$ cat src/include/sbd_pkg.sv
// Package for the sensor bus device register bank: offsets, fields, reset values.
// Assumes a register access port decoded by the link layer upstream.
package sbd_pkg;

    // ****************************************
    // Register offsets
    // ****************************************
    localparam logic [5:0] OFS_NODE_NUMBER = 6'h00;
    localparam logic [5:0] OFS_MAKER_CODE = 6'h01;
    localparam logic [5:0] OFS_PART_REV = 6'h02;
    localparam logic [5:0] OFS_CAPS = 6'h03;
    localparam logic [5:0] OFS_STATUS = 6'h04;
    localparam logic [5:0] OFS_CONTROL = 6'h05;

    // ****************************************
    // Field positions
    // ****************************************
    localparam int STS_EVENT_POS = 0;
    localparam int STS_ERROR_POS = 4;
    localparam int STS_NACK_POS = 7;
    localparam int CTL_RESET_POS = 0;
    localparam int CTL_SHUTDOWN_POS = 1;
    localparam int CTL_REDUCED_POS = 2;
    localparam int CTL_ENABLE_POS = 4;

    // ****************************************
    // Reset and fixed values
    // ****************************************
    localparam logic [7:0] STATUS_RST = 8'h00;
    localparam logic [15:0] CONTROL_RST = 16'h0000;
    localparam logic [15:0] CTL_WMASK = 16'h0017;
    localparam logic [15:0] CTL_BCAST_MASK = 16'h0003;
    localparam logic [15:0] CAPS_VALUE = 16'h0001;
    localparam logic [2:0] BCAST_NODE = 3'h0;
    localparam logic [2:0] NODE_BASE = 3'h1;
    localparam logic [3:0] RESET_CYCLES = 4'h8;

    typedef enum logic [1:0] {
        SBD_RUN = 2'b00,
        SBD_RESET = 2'b01,
        SBD_RESTART = 2'b11
    } sbd_state_t;

    typedef struct packed {
        logic wr;
        logic rd;
        logic [2:0] node;
        logic [5:0] addr;
        logic [15:0] wdata;
    } sbd_req_t;

    typedef struct packed {
        logic shutdown;
        logic reduced;
        logic enable;
    } sbd_mode_t;

endpackage : sbd_pkg

$ cat src/design/sbd_regs.sv
// Device-level register bank of a single-wire bus temperature sensor slave.
// Assumes the link layer hands over decoded register accesses one cycle each,
// with the node number still to be compared here, against the own node or, for control writes, the broadcast node.
`timescale 1ns/1ps
`default_nettype none

module sbd_regs
    import sbd_pkg::*;
#(
    parameter logic [15:0] MAKER_CODE = 16'hA5A5, // Arbitrary value
    parameter logic [10:0] PART_CODE = 11'h155, // Arbitrary value
    parameter logic [4:0] DIE_REVISION = 5'h01 // Arbitrary value
) (
    input wire logic sys_clk, // 125 MHz clock
    input wire logic reset_n, // Synchronous reset, active low
    input wire logic strap_pin_low, // Address strap bit 0
    input wire logic strap_pin_high, // Address strap bit 1
    input wire sbd_req_t req, // Register access request
    input wire logic result_read, // Master read the temperature result
    input wire logic function_event, // New result stored
    input wire logic function_error, // Result overrun
    input wire logic ack_error, // No-acknowledge seen in ack bit
    output logic [15:0] rdata, // Read data, registered
    output logic [2:0] node_number_field, // Own node number
    output logic device_reset, // Reset pulse to the rest of the device
    output logic device_ready, // Device operational
    output sbd_mode_t mode // Shutdown, low-power and enable
);

    // ****************************************
    // Decode helpers
    // ****************************************
    function automatic logic hit(input sbd_req_t r, input logic [5:0] ofs, input logic [2:0] own);
        hit = (r.addr == ofs) && (r.node == own);
    endfunction : hit

    sbd_state_t state_ff;
    logic [3:0] rst_cnt_ff;
    logic [2:0] node_ff;
    logic [7:0] status_ff;
    logic [15:0] control_ff;
    logic [15:0] rdata_ff;
    logic init_ff;
    logic soft_rst;
    logic in_reset;
    logic ctl_own_wr;
    logic ctl_bcast_wr;

    assign in_reset = (state_ff != SBD_RUN);
    assign ctl_own_wr = req.wr && hit(req, OFS_CONTROL, node_ff);
    assign ctl_bcast_wr = req.wr && hit(req, OFS_CONTROL, BCAST_NODE);
    assign soft_rst = (ctl_own_wr || ctl_bcast_wr) && req.wdata[CTL_RESET_POS];

    // ****************************************
    // Reset sequencer
    // ****************************************
    // Power-up enters the same sequence as a software reset, so no command is needed.
    always_ff @(posedge sys_clk) begin
        if (!reset_n) begin
            state_ff <= SBD_RESET;
            rst_cnt_ff <= 4'h0;
        end else begin
            unique case (state_ff)
                SBD_RUN: begin
                    if (soft_rst) begin
                        state_ff <= SBD_RESET;
                        rst_cnt_ff <= 4'h0;
                    end
                end
                SBD_RESET: begin
                    rst_cnt_ff <= rst_cnt_ff + 4'h1;
                    if (rst_cnt_ff == RESET_CYCLES - 4'h1) begin
                        state_ff <= SBD_RESTART;
                    end
                end
                SBD_RESTART: begin
                    state_ff <= SBD_RUN;
                end
                default: begin
                    state_ff <= SBD_RESET;
                end
            endcase
        end
    end

    always_ff @(posedge sys_clk) begin
        if (!reset_n) begin
            device_reset <= 1'b1;
            device_ready <= 1'b0;
        end else begin
            device_reset <= (state_ff == SBD_RESET) || (state_ff == SBD_RUN && soft_rst);
            device_ready <= (state_ff == SBD_RESTART) || (state_ff == SBD_RUN && !soft_rst);
        end
    end

    // ****************************************
    // Node number
    // ****************************************
    // Follows the straps each cycle; no write path exists.
    always_ff @(posedge sys_clk) begin
        if (!reset_n) begin
            node_ff <= NODE_BASE;
        end else begin
            node_ff <= {1'b0, strap_pin_high, strap_pin_low} + NODE_BASE;
        end
    end

    assign node_number_field = node_ff;

    // ****************************************
    // Status flags
    // ****************************************
    // Set wins over a same-cycle clear, so no event is lost.
    logic sts_rd;
    assign sts_rd = req.rd && hit(req, OFS_STATUS, node_ff);

    always_ff @(posedge sys_clk) begin
        if (!reset_n || in_reset) begin
            status_ff <= STATUS_RST;
        end else begin
            if (function_event) begin
                status_ff[STS_EVENT_POS] <= 1'b1;
            end else if (result_read) begin
                status_ff[STS_EVENT_POS] <= 1'b0;
            end
            if (function_error) begin
                status_ff[STS_ERROR_POS] <= 1'b1;
            end else if (result_read) begin
                status_ff[STS_ERROR_POS] <= 1'b0;
            end
            if (ack_error) begin
                status_ff[STS_NACK_POS] <= 1'b1;
            end else if (sts_rd) begin
                status_ff[STS_NACK_POS] <= 1'b0;
            end
        end
    end

    // ****************************************
    // Control register
    // ****************************************
    // Reset bit stays high through the sequence and drops when it completes.
    always_ff @(posedge sys_clk) begin
        if (!reset_n) begin
            control_ff <= CONTROL_RST;
        end else if (state_ff == SBD_RESTART) begin
            control_ff <= CONTROL_RST;
        end else if (in_reset) begin
            control_ff <= CONTROL_RST | (16'h0001 << CTL_RESET_POS);
        end else if (ctl_own_wr) begin
            control_ff <= req.wdata & CTL_WMASK;
        end else if (ctl_bcast_wr) begin
            control_ff <= (control_ff & ~CTL_BCAST_MASK) | (req.wdata & CTL_BCAST_MASK);
        end
    end

    always_ff @(posedge sys_clk) begin
        if (!reset_n || in_reset) begin
            mode <= '0;
        end else begin
            mode.shutdown <= control_ff[CTL_SHUTDOWN_POS];
            mode.reduced <= control_ff[CTL_REDUCED_POS];
            mode.enable <= control_ff[CTL_ENABLE_POS];
        end
    end

    // ****************************************
    // Read mux
    // ****************************************
    // Writes to read-only offsets fall through with no effect.
    always_ff @(posedge sys_clk) begin
        if (!reset_n) begin
            rdata_ff <= 16'h0000;
        end else if (req.rd && req.node == node_ff) begin
            unique case (req.addr)
                OFS_NODE_NUMBER: rdata_ff <= {13'h0000, node_ff};
                OFS_MAKER_CODE: rdata_ff <= MAKER_CODE;
                OFS_PART_REV: rdata_ff <= {DIE_REVISION, PART_CODE};
                OFS_CAPS: rdata_ff <= CAPS_VALUE;
                OFS_STATUS: rdata_ff <= {8'h00, status_ff};
                OFS_CONTROL: rdata_ff <= control_ff;
                default: rdata_ff <= 16'h0000;
            endcase
        end
    end

    assign rdata = rdata_ff;

    // no write path exists for offsets 0 through 4.

endmodule : sbd_regs

`default_nettype wire

$ cat config.mk
export PLATFORM = sky130hd
export DESIGN_NAME = sbd_regs
export DESIGN_NICKNAME = d
export VERILOG_FILES = /design/src/include/sbd_pkg.sv /design/src/design/sbd_regs.sv
export SDC_FILE = /design/constraint.sdc
export NUM_CORES = 1
export LEC_CHECK = 0
export BUFFER_PORTS_ARGS = -buffer_cell sky130_fd_sc_hd__buf_4
export CORE_ASPECT_RATIO = 1.5
export CORE_UTILIZATION = 50
export CTS_CLUSTER_DIAMETER = 50
export DETAILED_ROUTE_END_ITERATION = 12
export PLACE_DENSITY = 0.82
export SKIP_CTS_REPAIR_TIMING = 1
export SLEW_MARGIN = 40
export SYNTH_ARGS = -nofsm -noshare
export SYNTH_HDL_FRONTEND = slang
export SYNTH_SLANG_ARGS = --single-unit
$ cat constraint.sdc
create_clock -name sys_clk -period 4.45 [get_ports sys_clk]
set_input_delay 0.89 -clock sys_clk [delete_from_list [all_inputs] [get_ports sys_clk]]
set_output_delay 0.89 -clock sys_clk [all_outputs]
set_load 0.05 [all_outputs]
# ---- Word level (Yosys, flattened, before mapping)
# Cells that the tools add are included.
dict set report op_classes {
  n_addsub 2
  eq_ne 11
  n_mux 14
  n_bitwise 2
  reduce_logical 31
}
# cell n
set op_table {}
lappend op_table {{16-bit case mux with 6 select lines} 1}
lappend op_table {{16-bit by 2-bit OR with 16-bit output} 1}
lappend op_table {{6-bit by 2-bit == test with 1-bit output, second input constant} 2}
lappend op_table {{6-bit by 3-bit == test with 1-bit output, second input constant} 2}
lappend op_table {{2-bit nonzero test} 6}
lappend op_table {{1-bit logical AND} 10}
lappend op_table {{5-bit two-way mux} 2}
lappend op_table {{4-bit case mux with 2 select lines} 1}
lappend op_table {{6-bit by 1-bit == test with 1-bit output, second input constant} 1}
lappend op_table {{6-bit zero test} 1}
lappend op_table {{1-bit two-way mux} 6}
lappend op_table {{2-bit case mux with 3 select lines} 1}
lappend op_table {{4-bit by 1-bit adder with 4-bit output, second input constant} 1}
lappend op_table {{4-bit by 3-bit == test with 1-bit output, second input constant} 1}
lappend op_table {{1-bit logical OR} 4}
lappend op_table {{2-bit two-way mux} 2}
lappend op_table {{4-bit two-way mux} 1}
lappend op_table {{2-bit != test, second input constant} 2}
lappend op_table {{2-bit AND reduction} 2}
lappend op_table {{4-bit OR reduction} 1}
lappend op_table {{2-bit by 1-bit adder with 3-bit output, second input constant} 1}
lappend op_table {{3-bit == test} 1}
lappend op_table {{3-bit zero test} 1}
lappend op_table {{3-bit nonzero test} 1}
lappend op_table {{7 further kinds} 8}
dict set report totals {
  reg_bits 49
  inputBits 35
  out_inout_bits 24
  word_cells 75
}

# ---- Logic depth before layout (Yosys ltp)
# Gate-level depths: netlist of the first run.
dict set report depth {
  ltp_word 8
  ltp_mapped 7
  mapped_depth_nobuf 5
}

# ---- Worst setup path before layout of the first run
# OpenSTA, ideal clock, no wires.
dict set report synth_path {
  path_kind {in2reg}
  from {input req[23] in the netlist's numbering}
  to {register status_ff[7]}
  setup_time_ps 121
  arrival_time_ps 2334
  t_required_ps 4329
  slack_ps 1995
  cell_stages 6
  n_path_buf 1
  cell_sequence {xor2_1 > or4_1 > clkbuf_2 > or4b_1 > a21oi_1 > nor2_1}
}
dict set report synth_via {
  elab_chain_cells 4
}
# item line_no
set synth_rtl {}
lappend synth_rtl {{from (decl)} sbd_regs.sv:18} ;# input wire sbd_req_t req,
lappend synth_rtl {{3-bit == test} sbd_regs.sv:34} ;# hit = (r.addr == ofs) && (r.node == own);
lappend synth_rtl {{1-bit logical AND} sbd_regs.sv:34}
lappend synth_rtl {{1-bit logical AND} sbd_regs.sv:115} ;# assign sts_rd = req.rd && hit(req, OFS_STATUS, node_ff);
lappend synth_rtl {{2-bit nonzero test (no line)} -}
lappend synth_rtl {{to (signal assigned)} sbd_regs.sv:119} ;# status_ff <= STATUS_RST;
lappend synth_rtl {{to (signal, indexed assignment)} sbd_regs.sv:122} ;# status_ff[STS_EVENT_POS] <= 1'b1;
lappend synth_rtl {{to (signal, indexed assignment)} sbd_regs.sv:124} ;# status_ff[STS_EVENT_POS] <= 1'b0;
lappend synth_rtl {{to (decl)} sbd_regs.sv:40} ;# logic [7:0] status_ff;
# No other way between the ends.
# A chain may end at the register's enable or synchronous reset.

# ---- Worst setup path in the final report of the first run
# Ends and elaborated chain as after synthesis.

==> impl_metrics.csv, run 1 <==
group,metric,value,unit
logic_synthesis,synthTopCellsByArea,"dfxtp_1 40%, a21oi_1 4.4%, a21boi_0 4.1%",
logic_synthesis,syn_area,1460,um2
logic_synthesis,syn_inst,176,
clock_tree,cts_root_buf,"clkbuf_8",
logic_synthesis,synth-xor-area-share,1.79,%
cells_and_area,finish.utilization,67.9,%
logic_synthesis,synth-edff-count,0,
cells_and_area,final_net_count,248,
clock_tree,worstSkewPairLatency,0.28,ns
logic_synthesis,synth_top_family_by_area,"simple AND/OR/NAND/NOR gates",
clock_tree,numClockSinks,29,
detailed_routing,ant_nets,0,
critical_path,r2r-start,"node_number_field[1]$_SDFF_PN0_",
grt,antenna_found_initial,0,
sta,skew,0.00320,ns
detailed_routing,drt-pass1-iter-count,4,
clock_tree,tritoncts,"done",
grt,grt_max_degree,26,
sta,fin_setup_tns,0,ns
logic_synthesis,synth_ff_type,"dfxtp_1",
critical_path,path_buf_inv,1,
critical_path,cp_max_fo,16,
sta,setup_violations,0,
die,dieArea,3150,um2
grt,grt_pass1_wl,5.31,mm
die,fp.dieH,68.3,um
cells_and_area,final_cell_mix,"42 x buf_4, 29 x dfxtp_1, 15 x nand2_1, 14 x nor2_1, 13 x a21oi_1",
critical_path,reg2reg_to,"status_ff[7]$_SDFFE_PP0P_",
detailed_routing,dr.first_iter.drc_count,25,
logic_synthesis,synth_fa_ha_area_share,1.71,%
critical_path,end_kind,"flop",
sta,period_needed,2.56,ns
die,core_area,2730,um2
cells_and_area,register_area,581,um2
clock_tree,cts_buffer_depth,2,
grt,grt_pass1_vias,1233,
logic_synthesis,yosys_warnings,0,
detailed_routing,drc,0,
sta,drv_slew,0,
clock_tree,cts.clk_slew.worst_paths,0.06,ns
cells_and_area,final_common_cell,"buf_4",
placed_design,routabilityCongestion,0.796,
cells_and_area,nFillCells,245,
cells_and_area,antenna_cells,0,
job,cap_violations,0,
logic_synthesis,synth_cell_type_count,40,
sta,max_freq,390,MHz
logic_synthesis,syn_avg_cell_area,8.32,um2
detailed_routing,wl_per_cell,13.1,um
logic_synthesis,synthMuxAreaShare,3.42,%
grt,overflow,0,
critical_path,crit_chain,"buf_4, xor2_1, or4_1, or4b_1, a21oi_1, nor2_1",
critical_path,crit_slowest_cell,"or4_1",
die,rows,23,
critical_path,setup.worst_path.start_class,"input port",
power,p_total,0.622,mW
placed_design,port_buffers,42,
min_path,worstHoldEndpoint,"rdata[2]$_SDFFE_PN0P_",
sta,fin_crit_sh,57.6,%
sta,hold_viol,0,
power,power.density,335,nW/um2
power,power.leakage,0.793,nW
sta,grt_setup_unrepaired,"false",
logic_synthesis,synth-simple-area-share,25.5,%
die,start_util,53.5,%
critical_path,cp_slowest_stage_delay,0.77,ns
critical_path,cp_top_family,"simple AND/OR/NAND/NOR gates",
clock_tree,cts.htree.levels,2,
logic_synthesis,synth-compound-area-share,19.1,%
critical_path,reg2reg_depth,5,
grt,grt_usage,24.4,%
die,fp.dieW,46.2,um
die,io_pins,59,
cells_and_area,area_growth,26.8,%
cells_and_area,multiInputGateArea,768,um2
clock_tree,numCtsBuffers,5,
power,worst_ir_drop_vdd,0.380,mV
cells_and_area,drive_gt1_share,23.6,%
min_path,min_from,"rdata[2]$_SDFFE_PN0P_",
detailed_routing,route.detailed.vias_per_inst,5.46,
critical_path,cp_data_arrival_time,2.73,ns
placed_design,dp_hpwl,2.41,mm
logic_synthesis,ys_seq_elements,29,
logic_synthesis,yosysTopAreaCellShare,39.7,%
status,outcome,"finished, final reports clean",
critical_path,worstSetupPathType,"in2reg",
detailed_routing,wirelength,3.26,mm
logic_synthesis,synth_largest_area_cell,"dfxtp_1",
critical_path,crit_required,4.62,ns
detailed_routing,vias,1360,
critical_path,ff2ff_setup_slack,2.22,ns
min_path,hold_depth,2,
min_path,min_path_type,"reg2reg",
logic_synthesis,synth-seq-area-share,39.7,%
logic_synthesis,async_flop_share,0,%
==> area by class of cell <==
cell class                 instances  share of cell area [%]
timing repair buffer              42                    17.0
clock inverter                     1                    1.62
inverter                           8                    1.62
sequential                        29                    31.3
clock buffer                       7                    4.65
multi-input combinational        125                    41.4
tap                               37                    2.49
==> metrics by stage <==
stage / instance area (um2) / instances / setup WS (ns) / hold slack, ns
after detailed placement: 1740 / 241 / 1.59 / 0.460
after global placement: 1740 / 241 / 1.63 / 0.451
final: 1860 / 249 / 1.89 / 0.466
after global routing: 1860 / 249 / 1.77 / 0.486
after CTS: 1860 / 249 / 1.88 / 0.467
after floorplan: 1480 / 179 / 1.99 / 0.450
==> Yosys cell counts (all sizes together) (5+ instances only) <==
master / instances
nand2: 15
nor2b: 6
a21oi: 13
a21boi: 8
mux2i: 5
inv: 8
dfxtp: 29
and3: 6
nor2: 14
clkbuf: 8
buf: 9
==> layer usage <==
| layer | vias to the layer above | wire (um) | GRT usage [%] |
|---|---|---|---|
| li1 | 682 | - | - |
| met1 | 625 | 1140 | 21.8 |
| met2 | 46 | 1850 | 46.1 |
| met3 | 7 | 178 | 7.92 |
| met4 | 0 | 88 | 12.1 |
| met5 | - | 0 | 0 |
==> power breakdown <==
part           switching (mW)  leakage (nW)  total (mW)  internal, mW
Sequential            0.00635         0.235       0.271         0.265
Clock                  0.0960        0.0585       0.278         0.182
Combinational          0.0421         0.499      0.0723        0.0302
Total                   0.144         0.793       0.622         0.477
==> cells by family after synthesis <==
group,Yosys count
DFF,29
AOI/OAI and AO/OA,41
muxes,5
buffers and inverters,25
xor gates and xnor gates,3
other,1
and+or+nand+nor,70
adders and majority gates,2
==> worst max path at each step <==
stage | startpoint | end | slack [ns] | depth (start not counted)
finish | req[23] | status_ff[7]$_SDFFE_PP0P_ | 1.89 | 6
global route | req[23] | status_ff[7]$_SDFFE_PP0P_ | 1.77 | 6
detailed placement | req[23] | status_ff[7]$_SDFFE_PP0P_ | 1.59 | 6
global placement | req[23] | status_ff[7]$_SDFFE_PP0P_ | 1.63 | 6
CTS | req[23] | status_ff[7]$_SDFFE_PP0P_ | 1.88 | 6
floorplan | req[23] | status_ff[7]$_SDFFE_PP0P_ | 1.99 | 6
==> sequential cells by signal, indices dropped and copies added, names as in the netlist <==
register	flops
rdata	8
control_ff	4
rst_cnt_ff	4
mode	3
node_number_field	3
status_ff	3
state_ff	2
device_ready	1
device_reset	1
==> worst register-to-register path: stages (launching register included) <==
cell     delay [ns]
dfxtp_1        0.44
xor2_1         0.13
or4_1          0.77
or4b_1         0.55
a21oi_1        0.17
nor2_1         0.05
Power figures use the tool's default switching activity.
==> run 2, diff against run 1 <==
--- a/config.mk
+++ b/config.mk
@@ -5,12 +5,13 @@
 export SDC_FILE = /design/constraint.sdc
 export NUM_CORES = 1
 export LEC_CHECK = 0
+export ABC_AREA = 1
 export BUFFER_PORTS_ARGS = -buffer_cell sky130_fd_sc_hd__buf_4
 export CORE_ASPECT_RATIO = 1.5
-export CORE_UTILIZATION = 50
+export CORE_UTILIZATION = 46
 export CTS_CLUSTER_DIAMETER = 50
 export DETAILED_ROUTE_END_ITERATION = 12
-export PLACE_DENSITY = 0.82
+export PLACE_DENSITY = 0.78
 export SKIP_CTS_REPAIR_TIMING = 1
 export SLEW_MARGIN = 40
 export SYNTH_ARGS = -nofsm -noshare
==> constraint.sdc (replaced) <==
create_clock -name sys_clk -period 2.5 [get_ports sys_clk]
set_input_delay 0.5 -clock sys_clk [delete_from_list [all_inputs] [get_ports sys_clk]]
set_output_delay 0.5 -clock sys_clk [all_outputs]
set_load 0.05 [all_outputs]
==> run 2 against run 1 <==
- critical path depth down 5
- largest cell class unchanged
- die area increased by 0.24%
- synthesized area fell by 7.8%
- setup slack lost 0.79 ns
- first-iteration DRC count is 28% higher
- non-clock buffer count stayed put
==> impl_metrics.csv, run 2 <==
group,metric,value,unit
status,outcome,"finished, final reports clean",
placed_design,dp_cells,247,
cells_and_area,final_cell_mix,"42 x buf_4, 36 x nand2_1, 29 x dfxtp_1, 22 x inv_1, 17 x a21oi_1",
sta,skew,0.00685,ns
sta,fin_crit_sh,56.3,%
critical_path,crit_slowest_cell,"dfxtp_1",
logic_synthesis,syn_area,1350,um2
logic_synthesis,syn_avg_cell_area,7.76,um2
cells_and_area,finish.utilization,65.5,%
critical_path,cp_max_fo,4,
logic_synthesis,synth_most_common_cell,"nand2_1",
cells_and_area,final_common_cell,"buf_4",
detailed_routing,ant_nets,0,
clock_tree,cts.htree.levels,2,
min_path,hold_depth,2,
critical_path,ff2ff_setup_slack,1.20,ns
critical_path,end_kind,"output pin",
cells_and_area,stdcell_count,255,
sta,setup_violations,0,
placed_design,port_buffers,42,
critical_path,crit_chain,"buf_4",
critical_path,crit_required,2.00,ns
detailed_routing,drt-pass1-iter-count,4,
cells_and_area,register_area,581,um2
detailed_routing,wirelength,2.72,mm
die,io_pins,59,
job,cap_violations,0,
sta,holdWs,0.396,ns
placed_design,routabilityCongestion,0.775,
die,fp.dieW,46.2,um
critical_path,path_buf_inv,1,
clock_tree,numClockSinks,29,
detailed_routing,route.detailed.vias_per_inst,4.78,
critical_path,reg2reg_depth,9,
clock_tree,cts_buffer_depth,2,
logic_synthesis,synth_cell_type_count,29,
logic_synthesis,synth-seq-area-share,43.0,%
cells_and_area,largest_register_ffs,8,
detailed_routing,drc,0,
grt,grt_pass1_wl,4.28,mm
grt,grt_pass1_vias,1054,
logic_synthesis,yosysTopAreaCellShare,43.0,%
sta,fin_setup_tns,0,ns
detailed_routing,wl_per_cell,10.7,um
critical_path,cp_slowest_stage_delay,0.40,ns
power,worst_ir_drop_vdd,0.647,mV
sta,period_needed,1.41,ns
detailed_routing,vias,1218,
logic_synthesis,async_flop_share,0,%
sta,grt_setup_unrepaired,"false",
cells_and_area,nFillCells,243,
die,start_util,49.4,%
grt,grt_max_degree,12,
sta,max_freq,710,MHz
die,dieArea,3160,um2
clock_tree,cts.clk_slew.worst_paths,0.06,ns
power,power.leakage,0.840,nW
logic_synthesis,ys_seq_elements,29,
cells_and_area,final_net_count,254,
cells_and_area,antenna_cells,0,
die,rows,23,
detailed_routing,dr.first_iter.drc_count,32,
critical_path,setup.worst_path.start_class,"flop",
cells_and_area,multiInputGateArea,616,um2
sta,drv_slew,0,
logic_synthesis,synth_commonest_cells,"36 x nand2_1, 29 x dfxtp_1, 22 x inv_1, 17 x a21oi_1, 12 x nor2_1",
grt,grt_usage,19.3,%
grt,antenna_found_initial,0,
die,fp.dieH,68.4,um
power,power.density,662,nW/um2
logic_synthesis,synth_ff_type,"dfxtp_1",
critical_path,worstSetupPathType,"reg2out",
die,core_area,2730,um2
logic_synthesis,synth-edff-count,0,
critical_path,cp_top_family,"flip-flops",
clock_tree,cts_root_buf,"clkbuf_8",
cells_and_area,area_growth,32.7,%
critical_path,cp_data_arrival_time,0.91,ns
logic_synthesis,synth_largest_area_cell,"dfxtp_1",
grt,overflow,0,
critical_path,worst-path-stages,1,
sta,hold_viol,0,
clock_tree,tritoncts,"done",
min_path,min_path_type,"in2reg",
placed_design,dp_hpwl,2.14,mm
clock_tree,worstSkewPairLatency,0.28,ns
logic_synthesis,yosys_warnings,0,
logic_synthesis,synthTopCellsByArea,"dfxtp_1 43%, nand2_1 10%, a21oi_1 6.3%",
clock_tree,numCtsBuffers,5,
cells_and_area,drive_gt1_share,30.3,%
logic_synthesis,syn_inst,174,
[run 2: path summary, 6_finish.rpt]
| kind | start | to |
|---|---|---|
| max | node_number_field[2]$_SDFF_PN0_ | node_number_field[2] |
| min | strap_pin_low | node_number_field[0]$_SDFF_PN1_ |
| max reg2reg | node_number_field[2]$_SDFF_PN0_ | rdata[13]$_SDFFE_PN0P_ |
| min reg2reg | control_ff[4]$_SDFFE_PP0P_ | mode[0]$_SDFF_PP0_ |
[run 2: routing by layer]
metal | up-vias | track usage (%) | part of all wire [%]
met3 | 4 | 5.54 | 4.6
met2 | 32 | 34.5 | 53
li1 | 634 | - | -
met5 | - | 0 | 0
met1 | 548 | 19.6 | 40
met4 | 0 | 9.93 | 1.9
[run 2: cell type report]
cell class	instances	share of cell area [%]
Inverter	26	5.59
Tap cell	37	2.58
Clock inverter	3	3.63
Timing Repair Buffer	42	17.6
Multi-Input combinational cell	113	34.4
Sequential cell	29	32.4
Clock buffer	5	3.84
[run 2: logic make-up after synthesis]
kind of cell / Yosys count / share of synthesized area [%]
AND/OR/NAND/NOR: 73 / 28.6
buffers and inverters: 35 / 12.2
AO/OA/AOI/OAI: 33 / 13.3
flip-flops: 29 / 43.0
adder cells (fa/ha/maj): 2 / 1.85
XOR/XNOR: 1 / 0.649
other: 1 / 0.278
[run 2: metrics by stage]
stage | power [mW] | instance area, um2 | worst slack, ns
2_1_floorplan | 0.582 | 1360 | 1.04
3_3_place_gp | 0.623 | 1660 | 0.979
3_5_place_dp | 0.626 | 1660 | 0.969
4_1_cts | 1.20 | 1790 | 1.08
5_1_grt | 1.24 | 1790 | 1.04
6_report | 1.19 | 1790 | 1.09
[run 2: power breakdown]
| group | total [mW] | internal [mW] | switching, mW |
|---|---|---|---|
| combinational | 0.132 | 0.0490 | 0.0830 |
| sequential | 0.483 | 0.472 | 0.0109 |
| clock | 0.570 | 0.396 | 0.175 |
==> run 3, diff against run 2 <==
==> constraint.sdc (replaced) <==
create_clock -name sys_clk -period 1.4 [get_ports sys_clk]
set_input_delay 0.28 -clock sys_clk [delete_from_list [all_inputs] [get_ports sys_clk]]
set_output_delay 0.28 -clock sys_clk [all_outputs]
set_load 0.05 [all_outputs]
==> run 3 against run 2 <==
- final cell count is 1.2% higher
- core utilization rose by 1.1 points
- setup slack got worse by 0.90 ns
- clock power increased by 81%
- sequential share of layout area is 0.35 points lower
- clock skew down 0.00091 ns
==> impl_metrics.csv, run 3 (synthesis gave the netlist of run 2 again) <==
group,metric,value,unit
clock_tree,cts.htree.levels,2,
detailed_routing,wl_per_cell,11.4,um
clock_tree,tritoncts,"done",
die,io_pins,59,
detailed_routing,drt-pass1-iter-count,4,
critical_path,cp_data_arrival_time,1.38,ns
clock_tree,cts_root_buf,"clkbuf_8",
detailed_routing,dr.first_iter.drc_count,20,
power,worst_ir_drop_vdd,1.08,mV
status,outcome,"finished, final reports clean",
grt,overflow,0,
cells_and_area,finish.utilization,66.7,%
cells_and_area,area_growth,35.0,%
cells_and_area,largest_register_ffs,8,
sta,drv_slew,0,
grt,antenna_found_initial,0,
sta,fin_setup_tns,0,ns
cells_and_area,drive_gt1_share,32.6,%
critical_path,end_kind,"flop",
grt,grt_pass1_vias,1249,
clock_tree,numClockSinks,29,
sta,fin_crit_sh,86.2,%
die,core_area,2730,um2
die,rows,23,
critical_path,crit_required,1.58,ns
die,fp.dieH,68.4,um
cells_and_area,nFillCells,240,
sta,skew,0.00594,ns
sta,setup_violations,0,
die,dieArea,3160,um2
cells_and_area,final_cell_mix,"45 x buf_4, 36 x nand2_1, 26 x dfxtp_1, 22 x inv_1, 17 x a21oi_1",
grt,grt_max_degree,12,
cells_and_area,final_common_cell,"buf_4",
critical_path,cp_max_fo,4,
sta,grt_setup_unrepaired,"false",
cells_and_area,final_net_count,257,
placed_design,routabilityCongestion,0.788,
cells_and_area,antenna_cells,0,
detailed_routing,wirelength,2.93,mm
cells_and_area,stdcell_count,258,
die,fp.dieW,46.2,um
power,power.density,1170,nW/um2
grt,grt_usage,21.7,%
job,cap_violations,0,
placed_design,dp_cells,250,
clock_tree,cts_buffer_depth,2,
power,power.leakage,0.861,nW
detailed_routing,ant_nets,0,
detailed_routing,vias,1251,
detailed_routing,drc,0,
grt,grt_pass1_wl,4.84,mm
critical_path,ff2ff_setup_slack,0.19,ns
clock_tree,numCtsBuffers,5,
critical_path,worstSetupPathType,"reg2reg",
min_path,min_path_type,"in2reg",
sta,period_needed,1.21,ns
sta,max_freq,829,MHz
critical_path,setup.worst_path.start_class,"flop",
clock_tree,worstSkewPairLatency,0.28,ns
placed_design,dp_hpwl,2.25,mm
detailed_routing,route.detailed.vias_per_inst,4.85,
sta,hold_viol,0,
placed_design,port_buffers,42,
die,start_util,49.4,%
clock_tree,cts.clk_slew.worst_paths,0.06,ns
-- run 3: worst max-delay path, cell delays in order, from the launching register on --
cell and delay [ns]:
dfxtp_2 0.36, inv_1 0.05, nand2_1 0.05, nand2_1 0.04
nand3_1 0.11, nand2_1 0.13, nand4_4 0.12, nand3_4 0.09
nor2_2 0.13, inv_2 0.03
-- run 3: area by class of cell --
type,instances,area [um2],share of cell area (%)
clock inverters,3,65.1,3.57
inverters,26,100,5.49
clock buffers,5,68.8,3.77
multi-input cells,113,621,34.0
well taps,37,46.3,2.54
flip-flops and latches,29,584,32.1
repair buffers,45,338,18.5
-- run 3: metal layers --
metal / wire, um / global-route usage, %
met4: 77 / 9.56
met3: 130 / 7.39
met5: 0 / 0
met2: 1600 / 41.5
met1: 1130 / 19.4
-- run 3: where the power goes --
group | internal (mW) | total (mW) | switching (mW)
Sequential | 0.845 | 0.864 | 0.0190
Clock | 0.706 | 1.03 | 0.320
Combinational | 0.0907 | 0.243 | 0.152
-- run 3: path summary, 6_finish.rpt --
kind | to | cells after the start | start
worst max-delay path | state_ff[0]$_SDFFE_PN1P_ | 9 | node_number_field[2]$_SDFF_PN0_
worst min-delay path | node_number_field[0]$_SDFF_PN1_ | 2 | strap_pin_low
worst max register to register | state_ff[0]$_SDFFE_PN1P_ | 9 | node_number_field[2]$_SDFF_PN0_
worst min register to register | rdata[4]$_SDFFE_PN0P_ | 2 | rdata[4]$_SDFFE_PN0P_
-- run 3: stage by stage --
stage / hold WS [ns] / area (um2) / worst slack, ns / power, mW
after global routing: 0.171 / 1820 / 0.0467 / 2.22
after detailed placement: 0.460 / 1680 / 0.107 / 1.12
after global placement: 0.452 / 1680 / 0.107 / 1.12
final: 0.174 / 1820 / 0.193 / 2.13
after CTS: 0.167 / 1820 / 0.172 / 2.15
after floorplan: 0.350 / 1370 / 0.119 / 1.04
